`config.mk`:
```
export PLATFORM = sky130hd
export DESIGN_NAME = pms_sequencer
export DESIGN_NICKNAME = d
export VERILOG_FILES = /design/src/design/pms_pkg.sv /design/src/design/pms_sync.sv /design/src/design/pms_sequencer.sv
export SDC_FILE = /design/constraint.sdc
export NUM_CORES = 1
export LEC_CHECK = 0
export BUFFER_PORTS_ARGS = -buffer_cell sky130_fd_sc_hd__buf_2
export CAP_MARGIN = 20
export CORE_ASPECT_RATIO = 1.25
export CORE_MARGIN = 4
export CORE_UTILIZATION = 50
export DETAILED_ROUTE_END_ITERATION = 12
export PLACE_DENSITY_LB_ADDON = 0.25
export SYNTH_ARGS = -nofsm -noshare
export SYNTH_HDL_FRONTEND = slang
export SYNTH_HIERARCHICAL = 1
export SYNTH_SLANG_ARGS = --single-unit
```
`constraint.sdc`:
```
create_clock -name pclk -period 5.3 [get_ports pclk]
set_clock_uncertainty 0.15 [all_clocks]
set_input_delay 0.795 -clock pclk [delete_from_list [all_inputs] [get_ports pclk]]
set_output_delay 0.795 -clock pclk [all_outputs]
set_load 0.05 [all_outputs]
```
`src/design/pms_pkg.sv`:
```
// Package of constants and types for the power mode sequencer
`default_nettype none
package pms_pkg;
   // ------------------------------------------------------------
   // Register byte addresses on the APB
   // ------------------------------------------------------------
   localparam logic [7:0] PMS_POWCTL_ADDR = 8'hc5; // Power control
   localparam logic [7:0] PMS_PERCFG_ADDR = 8'hf4; // Peripheral config
   localparam logic [7:0] PMS_WAKE_ADDR = 8'h40; // Wake selections
   localparam logic [7:0] PMS_SWO_ADDR = 8'h44; // Switchover control
   localparam logic [7:0] PMS_STAT_ADDR = 8'h48; // Mode and status
   localparam logic [7:0] PMS_SCR0_ADDR = 8'h50; // First scratch word
   localparam logic [7:0] PMS_LCD_ADDR = 8'h60; // Display control
   // ------------------------------------------------------------
   // Field positions
   // ------------------------------------------------------------
   localparam int PMS_POW_SLEEP_BIT = 4; // Power control sleep request
   localparam int PMS_POW_SWRST_BIT = 0; // Software reset request
   localparam int PMS_PER_SRC_BIT = 6; // Rail on main supply
   localparam int PMS_PER_RXF_BIT = 7; // Receive edge flag
   localparam int PMS_WK_A_BIT = 0; // Ext A wake select
   localparam int PMS_WK_AEDGE_BIT = 1; // Ext A edge type
   localparam int PMS_WK_B_LSB = 2; // Ext B select, 3 bits
   localparam int PMS_WK_BEDGE_BIT = 5; // Ext B edge type
   localparam int PMS_WK_RX_LSB = 6; // Receive select, 2 bits
   localparam int PMS_SWO_LOWVDD_BIT = 0; // Switch on low main supply
   localparam int PMS_SWO_LOWDC_BIT = 1; // Switch on low DC input
   localparam int PMS_NSCRATCH = 4; // Retained scratch words
   localparam logic [2:0] PMS_B_WAKE_SEL = 3'b110; // Upper two bits
   localparam logic [1:0] PMS_RX_WAKE_SEL = 2'b11;
   // ------------------------------------------------------------
   // Timing
   // ------------------------------------------------------------
   localparam int PMS_CLK_HZ = 25000000;
   localparam int PMS_LOWDC_DELAY_MS = 30; // Low DC input to switchover
   localparam int PMS_LOWDC_CYCLES = (PMS_CLK_HZ / 1000) * PMS_LOWDC_DELAY_MS;
   // ------------------------------------------------------------
   // Types
   // ------------------------------------------------------------
   typedef enum logic [1:0] {
      PMS_FULL, PMS_BATT, PMS_SLEEP
   } pms_mode_t;
   // Supply side status travelling together
   typedef struct packed {
      logic main_ok; // Main supply good
      logic dc_low; // Low DC input seen
   } pms_supply_t;
endpackage : pms_pkg
`default_nettype wire

```
`src/design/pms_sync.sv`:
```
// Two flop synchroniser bank for pin inputs
`default_nettype none
module pms_sync #(
   parameter int WIDTH = 1,
   // Reset value per bit, set to the pin's idle level
   parameter logic [WIDTH-1:0] RST_VAL = '0
) (
   // Clock and reset
   input wire logic clk,
   input wire logic rst_n,
   // Data
   input wire logic [WIDTH-1:0] d,
   output logic [WIDTH-1:0] q
);
   logic [WIDTH-1:0] meta_r; // First stage, read only by q

   // Elaboration check: an empty bank cannot be built
   if (WIDTH < 1) begin : g_bad_width
      $error("WIDTH must be at least one");
   end

   // ------------------------------------------------------------
   // Synchroniser stages
   // ------------------------------------------------------------
   // Two stages per bit, no logic between
   always_ff @(posedge clk or negedge rst_n) begin
      if (!rst_n) begin
         meta_r <= RST_VAL;
         q <= RST_VAL;
      end else begin
         meta_r <= d;
         q <= meta_r;
      end
   end
endmodule : pms_sync
`default_nettype wire

```
`src/design/pms_sequencer.sv`:
```
// Power mode sequencer with APB registers and wake logic
//
// Summary of operation
// - Ext A wake on selected edge
// - Ext B wake when select is 11x
// - Receive edge in sleep sets flag and wakes
// - Reset pin low in sleep wakes battery
// - Display driver enable kept through sleep
// - Four scratch registers kept in sleep
// - Switchover moves to battery, front end off
// - Sleep bit in battery stops core
// - Battery wake restarts at reset vector
// - Supply back in sleep restarts core, front end
// - Supply back in battery restarts front end only
// - Software reset restarts at reset vector
// - Peripheral config bit 6 shows main supply
// - Low DC switchover completes 30 ms later
// - Supply return is unmaskable wake
//
// Chosen here: the APB interface to the registers and the register addresses.
`default_nettype none
module pms_sequencer #(
   parameter int LOWDC_CYCLES = pms_pkg::PMS_LOWDC_CYCLES
) (
   // APB slave
   input wire logic pclk,
   input wire logic presetn,
   input wire logic psel,
   input wire logic penable,
   input wire logic pwrite,
   input wire logic [7:0] paddr,
   input wire logic [31:0] pwdata,
   output logic [31:0] prdata,
   output logic pready,
   output logic pslverr,
   // Pins, asynchronous
   input wire logic ext_irq_a_n,
   input wire logic ext_irq_b_n,
   input wire logic rx_line,
   input wire logic ext_reset_n,
   // Supply switchover circuitry, asynchronous
   input wire logic main_supply_ok,
   input wire logic dc_input_low,
   output logic rail_to_battery,
   // Core and front end control
   output logic core_run,
   output logic core_reset,
   output logic afe_enable,
   output logic lcd_enable,
   output logic [1:0] mode
);
   // Elaboration check: the timer needs at least one cycle
   if (LOWDC_CYCLES < 1) begin : g_bad_lowdc
      $error("LOWDC_CYCLES must be at least one");
   end

   // ------------------------------------------------------------
   // Input synchronisation
   // ------------------------------------------------------------
   logic [5:0] pin_s; // Synchronised pins
   // Reset to idle levels: no false edge or supply loss after reset
   pms_sync #(.WIDTH(6), .RST_VAL(6'h1f)) u_sync (
      .clk(pclk),
      .rst_n(presetn),
      .d({dc_input_low, main_supply_ok, ext_reset_n, rx_line,
          ext_irq_b_n, ext_irq_a_n}),
      .q(pin_s)
   );
   pms_pkg::pms_supply_t sup; // Supply status bundle
   // Main supply good first, low DC input second
   assign sup = {pin_s[4], pin_s[5]};

   // ------------------------------------------------------------
   // Register and state storage
   // ------------------------------------------------------------
   pms_pkg::pms_mode_t mode_r, mode_nxt; // Operating mode
   logic [7:0] wake_r, wake_nxt; // Wake selections and edges
   logic [1:0] swo_r, swo_nxt; // Switchover enables
   logic rxf_r, rxf_nxt; // Receive edge flag
   logic lcd_r, lcd_nxt; // Display driver enable
   logic [31:0] scr_r [pms_pkg::PMS_NSCRATCH]; // Retained scratch
   logic [31:0] scr_nxt [pms_pkg::PMS_NSCRATCH];
   logic [3:0] prev_r; // Last pin levels: rst, rx, b, a
   logic [31:0] dc_cnt_r, dc_cnt_nxt; // Low DC switchover timer
   logic core_run_r, core_run_nxt;
   logic core_rst_r, core_rst_nxt;
   logic afe_r, afe_nxt;
   logic batt_r, batt_nxt; // Rail on battery
   logic [31:0] prdata_r, prdata_nxt;
   logic pslverr_r, pslverr_nxt;
   logic pready_r, pready_nxt;

   // ------------------------------------------------------------
   // Bus decode
   // ------------------------------------------------------------
   logic wr_go, rd_go; // Access phase strobes
   logic [7:0] wdat; // Low byte of write data
   assign wr_go = psel && penable && pwrite && pready_r;
   assign rd_go = psel && penable && !pwrite && pready_r;
   assign wdat = pwdata[7:0];

   // ------------------------------------------------------------
   // Wake detection
   // ------------------------------------------------------------
   logic a_edge, b_edge, rx_edge, rst_fall; // Pin events
   logic wake_a, wake_b, wake_rx; // Enabled wake sources
   logic a_fall, a_rise, b_fall, b_rise;
   always_comb begin
      a_fall = prev_r[0] && !pin_s[0];
      a_rise = !prev_r[0] && pin_s[0];
      b_fall = prev_r[1] && !pin_s[1];
      b_rise = !prev_r[1] && pin_s[1];
      // Edge bit set picks falling edge, clear picks rising
      a_edge = wake_r[pms_pkg::PMS_WK_AEDGE_BIT] ? a_fall : a_rise;
      b_edge = wake_r[pms_pkg::PMS_WK_BEDGE_BIT] ? b_fall : b_rise;
      rx_edge = prev_r[2] != pin_s[2];
      rst_fall = prev_r[3] && !pin_s[3];
      // Ext A and B pending flags live in the core; only the wake is raised here
      wake_a = wake_r[pms_pkg::PMS_WK_A_BIT] && a_edge;
      wake_b = (wake_r[pms_pkg::PMS_WK_B_LSB+1 +: 2] ==
                pms_pkg::PMS_B_WAKE_SEL[2:1]) && b_edge;
      wake_rx = (wake_r[pms_pkg::PMS_WK_RX_LSB +: 2] ==
                 pms_pkg::PMS_RX_WAKE_SEL) && rx_edge;
   end

   // ------------------------------------------------------------
   // Next state: mode sequencing and registers
   // ------------------------------------------------------------
   logic sleep_req, swrst_req, swo_event, dc_done;
   always_comb begin
      mode_nxt = mode_r;
      wake_nxt = wake_r;
      swo_nxt = swo_r;
      rxf_nxt = rxf_r;
      lcd_nxt = lcd_r;
      scr_nxt = scr_r;
      dc_cnt_nxt = dc_cnt_r;
      core_run_nxt = core_run_r;
      core_rst_nxt = 1'b0; // Reset request lasts one cycle
      afe_nxt = afe_r;
      batt_nxt = batt_r;
      sleep_req = wr_go && (paddr == pms_pkg::PMS_POWCTL_ADDR) &&
                  wdat[pms_pkg::PMS_POW_SLEEP_BIT];
      swrst_req = wr_go && (paddr == pms_pkg::PMS_POWCTL_ADDR) &&
                  wdat[pms_pkg::PMS_POW_SWRST_BIT];
      // Low DC timer counts while enabled and condition present
      dc_done = 1'b0;
      if (swo_r[pms_pkg::PMS_SWO_LOWDC_BIT] && sup.dc_low) begin
         if (dc_cnt_r == 32'(LOWDC_CYCLES - 1)) begin
            dc_done = 1'b1;
         end else begin
            dc_cnt_nxt = dc_cnt_r + 32'h0000_0001;
         end
      end else begin
         dc_cnt_nxt = '0;
      end
      swo_event = (swo_r[pms_pkg::PMS_SWO_LOWVDD_BIT] && !sup.main_ok) ||
                  dc_done;
      // Register writes; registers survive sleep untouched
      if (wr_go) begin
         case (paddr)
            pms_pkg::PMS_WAKE_ADDR: wake_nxt = wdat;
            pms_pkg::PMS_SWO_ADDR: swo_nxt = wdat[1:0];
            pms_pkg::PMS_LCD_ADDR: lcd_nxt = wdat[0];
            pms_pkg::PMS_PERCFG_ADDR: begin
               // Writing one clears the receive flag
               if (wdat[pms_pkg::PMS_PER_RXF_BIT]) rxf_nxt = 1'b0;
            end
            default: begin
               for (int i = 0; i < pms_pkg::PMS_NSCRATCH; i++) begin
                  if (paddr == pms_pkg::PMS_SCR0_ADDR + 8'(4 * i)) begin
                     scr_nxt[i] = pwdata;
                  end
               end
            end
         endcase
      end
      // Set beats clear on the receive flag
      if (mode_r == pms_pkg::PMS_SLEEP && wake_rx) rxf_nxt = 1'b1;
      // Mode machine
      case (mode_r)
         pms_pkg::PMS_FULL: begin
            if (swo_event) begin
               mode_nxt = pms_pkg::PMS_BATT;
               batt_nxt = 1'b1;
               afe_nxt = 1'b0;
            end else if (swrst_req) begin
               core_rst_nxt = 1'b1;
            end
         end
         pms_pkg::PMS_BATT: begin
            if (sup.main_ok && !swo_event) begin
               mode_nxt = pms_pkg::PMS_FULL;
               batt_nxt = 1'b0;
               afe_nxt = 1'b1;
            end else if (sleep_req) begin
               // Software is expected to clear wake flags first
               mode_nxt = pms_pkg::PMS_SLEEP;
               core_run_nxt = 1'b0;
            end else if (swrst_req) begin
               core_rst_nxt = 1'b1;
            end
         end
         pms_pkg::PMS_SLEEP: begin
            if (sup.main_ok && !swo_event) begin
               // Unmaskable supply restored wake
               mode_nxt = pms_pkg::PMS_FULL;
               batt_nxt = 1'b0;
               afe_nxt = 1'b1;
               core_run_nxt = 1'b1;
               core_rst_nxt = 1'b1;
            end else if (rst_fall || wake_a || wake_b || wake_rx) begin
               // Reset pin wake cannot be masked
               mode_nxt = pms_pkg::PMS_BATT;
               core_run_nxt = 1'b1;
               core_rst_nxt = 1'b1;
            end
         end
         default: begin
            mode_nxt = pms_pkg::PMS_FULL;
         end
      endcase
   end

   // ------------------------------------------------------------
   // Read mux and bus answer
   // ------------------------------------------------------------
   always_comb begin
      prdata_nxt = prdata_r;
      pslverr_nxt = 1'b0;
      // One wait state: ready rises the cycle after the access begins
      pready_nxt = psel && penable && !pready_r;
      // Answer loads with ready, so it stands while ready is sampled
      if (pready_nxt) begin
         prdata_nxt = '0;
         case (paddr)
            pms_pkg::PMS_POWCTL_ADDR: prdata_nxt = '0;
            pms_pkg::PMS_PERCFG_ADDR: begin
               prdata_nxt[pms_pkg::PMS_PER_RXF_BIT] = rxf_r;
               prdata_nxt[pms_pkg::PMS_PER_SRC_BIT] = !batt_r;
            end
            pms_pkg::PMS_WAKE_ADDR: prdata_nxt[7:0] = wake_r;
            pms_pkg::PMS_SWO_ADDR: prdata_nxt[1:0] = swo_r;
            pms_pkg::PMS_STAT_ADDR: begin
               prdata_nxt[1:0] = mode_r;
               prdata_nxt[2] = afe_r;
               prdata_nxt[3] = sup.dc_low;
            end
            pms_pkg::PMS_LCD_ADDR: prdata_nxt[0] = lcd_r;
            default: begin
               pslverr_nxt = 1'b1;
               for (int i = 0; i < pms_pkg::PMS_NSCRATCH; i++) begin
                  if (paddr == pms_pkg::PMS_SCR0_ADDR + 8'(4 * i)) begin
                     prdata_nxt = scr_r[i];
                     pslverr_nxt = 1'b0;
                  end
               end
            end
         endcase
      end
   end

   // ------------------------------------------------------------
   // State registers
   // ------------------------------------------------------------
   always_ff @(posedge pclk or negedge presetn) begin
      if (!presetn) begin
         mode_r <= pms_pkg::PMS_FULL;
         wake_r <= '0;
         swo_r <= 2'h1;
         rxf_r <= 1'b0;
         lcd_r <= 1'b0;
         for (int i = 0; i < pms_pkg::PMS_NSCRATCH; i++) scr_r[i] <= '0;
         prev_r <= 4'hf;
         dc_cnt_r <= '0;
         core_run_r <= 1'b1;
         core_rst_r <= 1'b0;
         afe_r <= 1'b1;
         batt_r <= 1'b0;
         prdata_r <= '0;
         pslverr_r <= 1'b0;
         pready_r <= 1'b0;
      end else begin
         mode_r <= mode_nxt;
         wake_r <= wake_nxt;
         swo_r <= swo_nxt;
         rxf_r <= rxf_nxt;
         lcd_r <= lcd_nxt;
         scr_r <= scr_nxt;
         prev_r <= pin_s[3:0];
         dc_cnt_r <= dc_cnt_nxt;
         core_run_r <= core_run_nxt;
         core_rst_r <= core_rst_nxt;
         afe_r <= afe_nxt;
         batt_r <= batt_nxt;
         prdata_r <= prdata_nxt;
         pslverr_r <= pslverr_nxt;
         pready_r <= pready_nxt;
      end
   end

   // ------------------------------------------------------------
   // Outputs straight from flops
   // ------------------------------------------------------------
   assign prdata = prdata_r;
   assign pready = pready_r;
   assign pslverr = pslverr_r;
   assign rail_to_battery = batt_r;
   assign core_run = core_run_r;
   assign core_reset = core_rst_r;
   assign afe_enable = afe_r;
   assign lcd_enable = lcd_r;
   assign mode = mode_r;
endmodule : pms_sequencer
`default_nettype wire

```
* Word-level counts from Yosys, hierarchy flattened
Index checks and enable logic that the tools add are counted.
Word-level totals: word-level logic and storage cells 152, output and inout bits 41, bits in registers 228, input bits 51
Operators by class: multiplexer cells 50, add/sub/neg operators 1, equality and inequality tests 23, bitwise logic cells 1, reduce and logical (&&, ||, !) cells 57
Operators by type and width (count):
- 32-bit two-way mux | 6
- 8-bit by 7-bit == test with 1-bit output, second input constant | 8
- 32-bit by 1-bit adder with 32-bit output, second input constant | 1
- 32-bit by 20-bit == test with 1-bit output, second input constant | 1
- 1-bit two-way mux | 28
- 24-bit two-way mux | 1
- 3-bit AND reduction | 7
- 1-bit logical AND | 19
- 2-bit case mux with 3 select lines | 3
- 8-bit == test, second input constant | 2
- 4-bit OR reduction | 3
- 2-bit two-way mux | 5
- 2-bit nonzero test | 5
- 1-bit logical NOT | 9
- 2-bit inequality test, second input constant | 4
- 2-bit == test, second input constant | 3
- 1-bit case mux with 2 select lines | 3
- 2-bit AND reduction | 3
- 6-bit OR reduction | 1
- 1-bit case mux with 5 select lines | 1
- 5-bit OR reduction | 1
- 1-bit logical OR | 4
- 1-bit case mux with 4 select lines | 1
- 2-bit case mux with 2 select lines | 1
- 11 further kinds | 12

* Depth between registers and ports, before layout
Gate-level depths: netlist of the first run.
depth in word-level cells 10, gate-level depth with buffers 9, gate-level depth less buffers 7

* Modules after synthesis
Netlist of the first run, hierarchy kept.
By module, submodules not included:
- pms_sequencer | times used 1, cells each 811, seq. area each 5413.9 µm², area each 9997.1 µm²
- pms_sync | times used 1, cells each 12, seq. area each 312.8 µm², area each 312.8 µm²

* Least setup slack after synthesis of the first run
No wires, ideal clock.
path kind input -> register, from input paddr[2], to register scr_r[66] (netlist bit), stages on the path 9, arrival time 2.496 ns, setup time 0.125 ns, setup slack 2.529 ns, path buffers 3, required time 5.025 ns, cells stage by stage buf_4 > or4b_4 > a21oi_2 > o21ai_1 > and2_4 > and4_4 > buf_6 > buf_6 > mux2_4
On the way: cells in the longest elaborated chain, start to end 4, elaborated cells on any way between the ends 8, classes of those cells 5 x eq/ne; 1 x bitwise; 2 x reduce/logical
RTL lines:
- from (decl) | line pms_sequencer.sv:31 | input wire logic [7:0] paddr,
- 8-bit == test or 8-bit by 7-bit == test with 1-bit output (tied branches) | line pms_sequencer.sv:161 | case (paddr)
- 4-bit OR reduction (no line)
- 1-bit NOT (no line)
- 3-bit AND reduction (no line) *
- to (signal assigned) | line pms_sequencer.sv:289 | scr_r <= scr_nxt;
- to (decl) | line pms_sequencer.sv:81 | logic [31:0] scr_r [pms_pkg::PMS_NSCRATCH];
Mark *: on every way between the ends. The rest lies on a longest branch, timed or not. A chain may end at the register's enable or synchronous reset.

* Final worst setup path of the first run
from input paddr[3], to register scr_r[64] (netlist bit)
Same word-level chain as after synthesis.

==> results.ini, run 1 <==
[run_status]
status = finished clean

[sta]
slew_headroom_pct = 34.65
timing.fmax_mhz = 317.8
finalSetupViolCount = 0
finalHoldViolCount = 0
tightest_slew_ns = 0.9803
min_period_over_period_pct = 59.37
slew_viol_final = 0
setup_tns_ns = 0
rsz0062_at_grt = no
min_period_ns = 3.147
fin_hold_ws_ns = 0.1194

[routing]
ant_nets = 0
drc_errors = 0
drt_pre_antenna_iters = 5
drtIter0Drc = 431
via_per_inst = 5.688
via_count = 6752
routedWlPerCell_um = 18.62
routed_wl_mm = 22.10

[synth]
yosysWarnings = 6
synth_edf_count = 0
netlist_area_sq_mm = 0.01031
synthArstFlopShare_pct = 100.0
synth_nets = 879
synth_cells = 823
ys.flop_type = dfrtp_1
synth_cell_types = 63
seq_area_frac_synth_pct = 55.55
ys_seq_elements = 228
syn_area_per_cell_sq_um = 12.53

[critical_path]
slowest_delay_ns = 0.70
cp-end-kind = flop
critPathRequiredTime_ns = 5.54
path_buf_inv = 1
worst-path-max-fanout = 41
critPathSlowestCell = buf_2
worstPathCellList = buf_2, nor3_1, nor3b_1, o21ai_1, and2_4, and4_4, mux2_2
worstSetupPathType = in -> reg
r2r_cells = 6
cp.arrival_ns = 3.38
r2r_end = core_reset$_DFF_PN0_
ff2ff_setup_slack_ns = 2.73
rr_startpoint = dc_cnt_r[15]$_DFFE_PN0N_
critPathTopFamily = simple AND/OR/NAND/NOR gates
cp-start-kind = input pin

[die]
die_h_um = 168.5
coreArea_sq_mm = 0.02017
fp-row-count = 58
initial_core_util_pct = 51.10
fp.dieW_um = 136.4
die_area_sq_mm = 0.02300
pin_count = 92

[clock_network]
postCtsSetupBuffers = 0
hold_buffers = 0
clock-root-buffer = clkbuf_16
cts_made_buffers = 23
path_clk_slew_ns = 0.06
post_cts_resized = 0
cts_tree = built
clk-insertion-delay-late_ns = 0.50
clock_sinks = 228
clk_path_buf_depth = 3
htreeDepth = 1

[finish]
nFillCells = 1744
antennaDiodeCount = 0
fin_area_sq_mm = 0.01170
post_route_cells_drive_above_1_share_pct = 33.37
layout.nets = 959
syn2layout_area_growth_pct = 13.45

[global_routing]
use_met1_pct = 26.27
grt_pass1_wl_mm = 36.27
grt_util_all_layers_pct = 19.56
grt_overflow = 0
grt_pass1_vias = 6849
grt-busiest-layer = met2
antenna_found_initial = 1
gr-usage-met2_pct = 33.48
grt_max_degree = 149
use_met3_pct = 3.210

[power_and_ir_drop]
p_switching_uw = 850.8
pwr-share-seq_pct = 49.4
combPwrFrac_pct = 7.7
ir_drop_mv = 0.2340
p_sw_share_pct = 23.48
clockPowerShare_pct = 42.9
power.density_mw_per_mm2 = 309.8
leakage_uw = 0.005673
internal_power_uw = 2772
p_total_uw = 3623

[flow_run]
drv_cap = 0

[placement]
place_area_sq_mm = 0.01096
routabilityCongestion = 0.9182
port_buffers = 91
dp_hpwl_mm = 13.96

[hold_path]
worstHoldPathType = in -> async

## stage by stage
stage / setup slack, ns / std cells / utilization, %
finish: 2.153 / 1187 / 57.98
global route: 1.997 / 1187 / 57.98
CTS: 2.117 / 1186 / 57.90
detailed placement: 1.613 / 1147 / 54.35
global placement: 1.646 / 1147 / 54.35
floorplan: 2.529 / 823 / -
## cells in the mapped netlist (13+ instances only)
cell | count | area share, %
o221ai_1 | 24 | 2.0
and3_1 | 15 | 0.91
mux2_4 | 30 | 4.4
o21ai_0 | 46 | 2.2
a21oi_1 | 13 | 0.63
nand3_1 | 17 | 0.83
nor2b_1 | 28 | 1.7
inv_1 | 16 | 0.58
nor2_1 | 42 | 1.5
mux2_2 | 105 | 11
dfstp_2 | 17 | 4.3
clkbuf_1 | 25 | 0.91
a211o_1 | 25 | 2.1
nand2_1 | 51 | 1.9
dfrtp_1 | 211 | 51
xnor2_1 | 15 | 1.3
## flip-flops by register name, indices dropped and copies added (netlist names), 2 cells and up
name / count
dc_cnt_r: 32
mode: 2
prdata: 32
prev_r: 4
scr_r: 128
swo_r: 2
u_sync/meta_r: 6
u_sync/q: 6
wake_r: 8
## kinds of logic (layout without fill, tap and decap cells)
logic type | Yosys count | in the layout | synth area share [%]
compound gates | 134 | 134 | 9.017
fa+ha+maj | 5 | 5 | 0.6068
mux | 148 | 148 | 18.11
buf+inv | 60 | 154 | 2.731
simple gates | 223 | 223 | 11.87
flops | 228 | 228 | 55.55
xor+xnor | 25 | 25 | 2.124
## layout by cell type, fill, tap and decap left out, drive strengths merged, types with 3 or more instances in the layout
cell and instances:
nor2b 28, a211o 25, mux4 8, nor2 42, and4 3, or2 3, nand4 12, o221ai 24
nand2 51, buf 99, o22ai 3, clkinv 4, o211ai 3, nor3b 6, mux2 138, clkbuf 34
dfstp 17, inv 16, or3 8, o21ai 47, nor4 7, nor4b 3, a21oi 14, dfrtp 211
and3 15, or4 4, ha 5, a22o 3, xor2 10, nor3 10, xnor2 15, nand2b 5
nand3 18
## area by class of cell
| class | instances | area, sq um | share of cell area (%) |
|---|---|---|---|
| tap | 270 | 337.8 | 2.888 |
| clock buffer | 34 | 666.9 | 5.702 |
| timing repair buffer | 99 | 545.5 | 4.664 |
| inverter | 16 | 60.06 | 0.5135 |
| sequential | 228 | 5727 | 48.96 |
| multi-input combinational | 535 | 4309 | 36.84 |
| clock inverter | 5 | 50.05 | 0.4279 |
## per-layer routing
| layer | part of all wire, % | wire length [um] |
|---|---|---|
| met1 | 44 | 9749 |
| met2 | 49 | 10930 |
| met4 | 1.6 | 360 |
| met5 | 0.086 | 19 |
| met3 | 4.7 | 1044 |
## power groups by stage
stage	clock, uW	sequential, uW	combinational, uW
final	1550	1790	279
after global routing	1670	1790	309
after CTS	1590	1790	281
after detailed placement	0	1820	280
after global placement	0	1820	277
after floorplan	0	1860	118
## worst max-delay path by stage
stage	from	endpoint	slack, ns	depth (start not counted)
finish	paddr[3]	scr_r[64]$_DFFE_PN0P_	2.15	7
global route	paddr[3]	scr_r[18]$_DFFE_PN0P_	2.00	7
CTS	paddr[3]	prdata[29]$_DFFE_PN0P_	2.12	6
detailed placement	paddr[3]	prdata[29]$_DFFE_PN0P_	1.61	6
global placement	paddr[3]	scr_r[64]$_DFFE_PN0P_	1.65	7
floorplan	paddr[2]	scr_r[66]$_DFFE_PN0P_	2.53	9
No activity file was read; power rests on OpenSTA's default activity.
==> inputs of run 2 (changes only) <==
==> constraint.sdc (replaced) <==
create_clock -name pclk -period 2.75 [get_ports pclk]
set_clock_uncertainty 0.15 [all_clocks]
set_input_delay 0.4125 -clock pclk [delete_from_list [all_inputs] [get_ports pclk]]
set_output_delay 0.4125 -clock pclk [all_outputs]
set_load 0.05 [all_outputs]
==> run 2 against run 1 <==
Net effect:
- worst hold slack worse by 0.10 ns
- sequential share of layout area fell by 1.3 points
- wire length rose by 3.2%
- combinational power grew 100%
- largest power group unchanged
- largest cell class unchanged
- worst setup slack worse by 1.8 ns
- die area did not move
- non-clock buffer count grew 23
- via count grew 1.5%
==> results.ini, run 2 (same netlist as run 1, synthesis figures left out) <==
[run_status]
status = finished clean

[die]
fp.dieW_um = 136.4  ; unchanged
initial_core_util_pct = 51.10  ; unchanged
coreArea_sq_mm = 0.02017  ; unchanged
pin_count = 92  ; unchanged
die_h_um = 168.5  ; unchanged
fp-row-count = 58  ; unchanged
die_area_sq_mm = 0.02300  ; unchanged

[critical_path]
worst-path-max-fanout = 7  ; -83%
slowest_delay_ns = 0.53  ; -0.17 ns
cp.arrival_ns = 2.60  ; -0.78 ns
rr_startpoint = dc_cnt_r[29]$_DFFE_PN0N_
critPathRequiredTime_ns = 2.98  ; -2.56 ns
critPathSlowestCell = or4_1
r2r_cells = 6  ; unchanged
ff2ff_setup_slack_ns = 0.38  ; -2.35 ns
r2r_end = dc_cnt_r[2]$_DFFE_PN0N_
cp-start-kind = flop
cp-end-kind = flop
worstSetupPathType = reg -> reg
worstPathCellList = or4_1, or4_1, nor3_2, nor2b_1, xnor2_1, nor2_1
path_common_cell = or4_1

[placement]
dp_hpwl_mm = 14.83  ; +6.2%
routabilityCongestion = 0.8388  ; -8.6%
port_buffers = 91  ; unchanged

[clock_network]
clock-root-buffer = clkbuf_16
clk_path_buf_depth = 3  ; unchanged
htreeDepth = 1  ; unchanged
hold_buffers = 7  ; +7
cts_made_buffers = 24  ; +4.3%
postCtsSetupBuffers = 0  ; unchanged
cts_tree = built
post_cts_resized = 0  ; unchanged
clock_sinks = 228  ; unchanged
path_clk_slew_ns = 0.06  ; about the same
clk-insertion-delay-late_ns = 0.51  ; about the same

[global_routing]
grt_util_all_layers_pct = 20.11  ; +0.56 points
grt_pass1_vias = 7044  ; +2.8%
grt_pass1_wl_mm = 37.35  ; +3.0%
grt_overflow = 0  ; unchanged
antenna_found_initial = 1  ; unchanged
grt_max_degree = 72  ; -52%

[hold_path]
worstHoldPathType = in -> reg
whs_path_depth = 2
min_from = pwdata[18]
holdPathEnd = scr_r[18]$_DFFE_PN0P_

[sta]
finalSetupViolCount = 0  ; unchanged
setup_tns_ns = 0  ; unchanged
slew_headroom_pct = 54.59  ; +20 points
min_period_over_period_pct = 86.15
tightest_slew_ns = 0.6811  ; -0.2992 ns
min_period_ns = 2.369
timing.fmax_mhz = 422.1
slew_viol_final = 0  ; unchanged
rsz0062_at_grt = no
finalHoldViolCount = 0  ; unchanged

[finish]
antennaDiodeCount = 0  ; unchanged
regMostFlops = scr_r
largest_reg_flops = 128  ; unchanged
final_common_cell = dfrtp_1
post_route_cells_drive_above_1_share_pct = 34.18  ; +0.81 points
final_cell_mix = dfrtp_1, mux2_2, buf_2
syn2layout_area_growth_pct = 16.42
layout.nets = 983  ; +2.5%
nFillCells = 1710  ; -1.9%

[power_and_ir_drop]
leakage_uw = 0.005829  ; +2.7%
p_total_uw = 7177  ; +98%
power.density_mw_per_mm2 = 598.0  ; +93%
ir_drop_mv = 0.4336  ; +85%

[routing]
via_count = 6853  ; +1.5%
drc_errors = 0  ; unchanged
via_per_inst = 5.654  ; -0.60%
drtIter0Drc = 370  ; -14%
ant_nets = 0  ; unchanged
routedWlPerCell_um = 18.83  ; +1.1%
routed_wl_mm = 22.82  ; +3.2%
drt_pre_antenna_iters = 5  ; unchanged

[flow_run]
drv_cap = 0  ; unchanged

## run 2: changes by cell type in the layout (fill, tap and decap cells not counted), sizes merged
cell | previous run | this run
buf | 99 | 115
bufinv | 1 | 2
clkbuf | 34 | 35
clkinv | 4 | 3
clkinvlp | 0 | 1
dlygate4sd3 | 0 | 7
## run 2: worst max-delay path: cells and delay by family (launching register included)
| kind | cells | cell delay (ns) |
|---|---|---|
| simple gates | 5 | 1.51 |
| xor+xnor | 1 | 0.14 |
| flops | 1 | 0.43 |
## run 2: metal layers
metal,wire length [um],GRT usage (%),up-vias
li1,-,-,3195
met1,9734,26.60,3467
met2,11520,34.66,146
met3,1039,3.240,43
met4,508,5.129,2
met5,14,0,-
## run 2: cell type report
type	instances	area, sq um	share of cell area, %
Tap cell	270	337.8	2.815
Timing Repair Buffer	122	803.3	6.692
Sequential cell	228	5727	47.71
Multi-Input combinational cell	535	4309	35.90
Clock inverter	6	82.58	0.6880
Clock buffer	35	683.2	5.692
Inverter	16	60.06	0.5004
## run 2: worst max path at each step
stage	from	end	slack, ns	cells after the start
2_1_floorplan	paddr[2]	scr_r[66]$_DFFE_PN0P_	0.36	9
3_5_place_dp	paddr[2]	scr_r[64]$_DFFE_PN0P_	0.10	7
4_1_cts	dc_cnt_r[29]$_DFFE_PN0N_	dc_cnt_r[2]$_DFFE_PN0N_	0.39	6
3_3_place_gp	paddr[2]	scr_r[65]$_DFFE_PN0P_	0.15	7
5_1_grt	dc_cnt_r[29]$_DFFE_PN0N_	dc_cnt_r[3]$_DFFE_PN0N_	0.22	5
6_report	dc_cnt_r[29]$_DFFE_PN0N_	dc_cnt_r[2]$_DFFE_PN0N_	0.38	6
## run 2: report_power, final
group | leakage (uW) | internal (uW) | total [uW] | switching, uW
Sequential | 0.00311 | 3410 | 3450 | 38.9
Clock | 0.000372 | 1900 | 3170 | 1270
Combinational | 0.00235 | 185 | 559 | 374
## run 2: through the flow
step           cells  util [%]  hold slack (ns)  setup slack, ns  instance area (sq um)
2_1_floorplan    823         -         -0.03309           0.3618                  10310
3_3_place_gp    1164     55.35           0.1838           0.1518                  11170
3_5_place_dp    1164     55.35           0.1893           0.1016                  11170
4_1_cts         1212     59.50          0.01097           0.3941                  12000
5_1_grt         1212     59.50          0.02919           0.2238                  12000
6_report        1212     59.50          0.01987           0.3808                  12000
==> inputs of run 3 (changes only) <==
==> constraint.sdc (replaced) <==
create_clock -name pclk -period 2.3 [get_ports pclk]
set_clock_uncertainty 0.15 [all_clocks]
set_input_delay 0.345 -clock pclk [delete_from_list [all_inputs] [get_ports pclk]]
set_output_delay 0.345 -clock pclk [all_outputs]
set_load 0.05 [all_outputs]
==> run 3 against run 2 <==
Net effect:
- via count is 4.0% higher
- wire length is 3.1% higher
- final area is 7.6% higher
- register-to-register slack worse by 0.31 ns
- worst setup slack worse by 0.31 ns
- non-clock buffer count is 77 higher
==> results.ini, run 3 (same netlist as run 1, synthesis figures left out) <==
[routing]
drt_pre_antenna_iters = 5  ; unchanged
via_per_inst = 5.517  ; -2.4%
drc_errors = 0  ; unchanged
via_count = 7128  ; +4.0%
drtIter0Drc = 381  ; +3.0%
routed_wl_mm = 23.53  ; +3.1%
routedWlPerCell_um = 18.21  ; -3.3%
ant_nets = 0  ; unchanged

[clock_network]
path_clk_slew_ns = 0.06  ; about the same
cts_tree = built
clock_sinks = 228  ; unchanged
cts_made_buffers = 24  ; unchanged
htreeDepth = 1  ; unchanged
clk_path_buf_depth = 3  ; unchanged
clock-root-buffer = clkbuf_16
clk-insertion-delay-late_ns = 0.52  ; about the same

[finish]
regMostFlops = scr_r
nFillCells = 1576  ; -7.8%
final_cell_mix = dfrtp_1, mux2_2, buf_2
post_route_cells_drive_above_1_share_pct = 37.77  ; +3.6 points
fin_area_sq_mm = 0.01291  ; +7.6%
multi_input_area_sq_mm = 0.004353  ; +1.0%
finalNonFillerCells = 1292  ; +6.6%
largest_reg_flops = 128  ; unchanged
seq_area_sq_mm = 0.005728  ; about the same
antennaDiodeCount = 0  ; unchanged
final_common_cell = dfrtp_1
syn2layout_area_growth_pct = 25.27
layout.nets = 1060  ; +7.8%

[power_and_ir_drop]
pwr-share-seq_pct = 45.4  ; -2.7 points
leakage_uw = 0.006304  ; +8.1%
ir_drop_mv = 0.6791  ; +57%
clockPowerShare_pct = 46.5  ; +2.4 points
power.density_mw_per_mm2 = 703.7  ; +18%
p_sw_share_pct = 22.96  ; -0.44 points
combPwrFrac_pct = 8.1  ; +0.3 points
p_switching_uw = 2086  ; +24%
internal_power_uw = 7002  ; +27%

[sta]
timing.fmax_mhz = 447.8  ; +6.1%
min_period_over_period_pct = 97.08  ; +11 points
tightest_slew_ns = 0.5531  ; -0.1280 ns
finalSetupViolCount = 0  ; unchanged
fin_hold_ws_ns = 0.01447  ; -0.005398 ns
finalHoldViolCount = 0  ; unchanged
setup_tns_ns = 0  ; unchanged
slew_viol_final = 0  ; unchanged
min_period_ns = 2.233  ; -0.1363 ns
rsz0062_at_grt = yes
slew_headroom_pct = 63.12  ; +8.5 points

[placement]
dp_hpwl_mm = 16.02  ; +8.0%
dp.cells = 1211  ; +4.0%
place_area_sq_mm = 0.01163  ; +4.2%
port_buffers = 91  ; unchanged
routabilityCongestion = 0.9028  ; +7.6%

[die]
pin_count = 92  ; unchanged
initial_core_util_pct = 51.10  ; unchanged
die_h_um = 168.5  ; unchanged
fp.dieW_um = 136.4  ; unchanged
die_area_sq_mm = 0.02300  ; unchanged
coreArea_sq_mm = 0.02017  ; unchanged
fp-row-count = 58  ; unchanged

[critical_path]
cp.arrival_ns = 2.46  ; -0.14 ns
critPathRequiredTime_ns = 2.52  ; -0.46 ns
critPathSlowestCell = or4_4
worstPathCellList = or4_4, nor4_4, buf_4, nor2_1, o211ai_1, o41ai_2
worst-path-max-fanout = 6  ; -1
cp-start-kind = flop
worstSetupPathType = reg -> reg
slowest_delay_ns = 0.55  ; +0.02 ns
cp-end-kind = flop

[global_routing]
antenna_found_initial = 0  ; -1
use_met1_pct = 27.36  ; +0.76 points
grt-busiest-layer = met2
grt_util_all_layers_pct = 20.57  ; +0.46 points
grt_overflow = 0  ; unchanged
use_met3_pct = 2.556  ; -0.68 points
grt_pass1_vias = 7440  ; +5.6%
grt_pass1_wl_mm = 38.21  ; +2.3%
grt_max_degree = 68  ; -5.6%
gr-usage-met2_pct = 35.46  ; +0.80 points

[flow_run]
drv_cap = 0  ; unchanged

[run_status]
status = finished clean

[hold_path]
worstHoldPathType = in -> reg

[run 3: cell types whose count changed in the layout (fill, tap and decap cells not counted), sizes merged]
cell         change
bufinv           +3
clkinv           +2
clkinvlp         +1
clkbuf           -3
dlygate4sd3     +28
buf             +49
[run 3: worst paths after layout]
| check | startpoint | endpoint | slack [ns] | depth (start not counted) |
|---|---|---|---|---|
| worst min-delay path | pwdata[7] | scr_r[71]$_DFFE_PN0P_ | 0.01 | 2 |
| max in group asynchronous | presetn | dc_cnt_r[7]$_DFFE_PN0N_ | 1.10 | 3 |
| min in group asynchronous | presetn | scr_r[7]$_DFFE_PN0P_ | 0.25 | 2 |
| worst max register to register | dc_cnt_r[27]$_DFFE_PN0N_ | core_reset$_DFF_PN0_ | 0.07 | 6 |
| worst min register to register | u_sync/meta_r[0]$_DFF_PN1_ | u_sync/q[0]$_DFF_PN1_ | 0.21 | 0 |
| worst max-delay path | dc_cnt_r[27]$_DFFE_PN0N_ | core_reset$_DFF_PN0_ | 0.07 | 6 |
[run 3: cell type report]
type | count | share of cell area [%]
repair buffers | 199 | 12.11
inverters | 16 | 0.4650
clock inverters | 12 | 1.473
multi-input cells | 535 | 33.70
flip-flops and latches | 228 | 44.35
clock buffers | 32 | 5.280
well taps | 270 | 2.616
[run 3: routing by layer]
| metal | routed length [um] | part of all wire, % |
|---|---|---|
| met5 | 0 | 0 |
| met4 | 569 | 2.4 |
| met3 | 843 | 3.6 |
| met2 | 11790 | 50 |
| met1 | 10320 | 44 |
[run 3: power by group through the flow]
stage / clock network [uW] / registers [uW] / logic (uW)
5_1_grt: 4490 / 4130 / 814
4_1_cts: 4310 / 4120 / 745
3_5_place_dp: 0 / 4200 / 694
2_1_floorplan: 0 / 4290 / 272
6_report: 4230 / 4130 / 737
3_3_place_gp: 0 / 4200 / 686
[run 3: repair_timing]
| action | CTS | global route |
|---|---|---|
| pin swaps | 1 | 2 |
| setup buffers | 0 | 2 |
| endpoints found under the hold margin | 163 | 0 |
| hold buffers | 35 | 0 |
| resized for setup | 3 | 6 |
| setup endpoints to repair | 3 | 5 |
| gates cloned | 0 | 0 |
[run 3: metrics by stage]
| step | utilization (%) | total power [uW] | setup WS (ns) |
|---|---|---|---|
| floorplan | - | 4566 | 0.01261 |
| global placement | 57.66 | 4883 | -0.1194 |
| detailed placement | 57.66 | 4891 | -0.1432 |
| CTS | 63.83 | 9182 | 0.03290 |
| global route | 64.02 | 9435 | -0.02262 |
| finish | 64.02 | 9088 | 0.06705 |
[run 3: worst max-delay path: cells and delay by family, from the launching register on]
family	cells	cell delay [ns]
simple gates	3	0.96
flops	1	0.41
compound gates	2	0.37
buf+inv	1	0.21
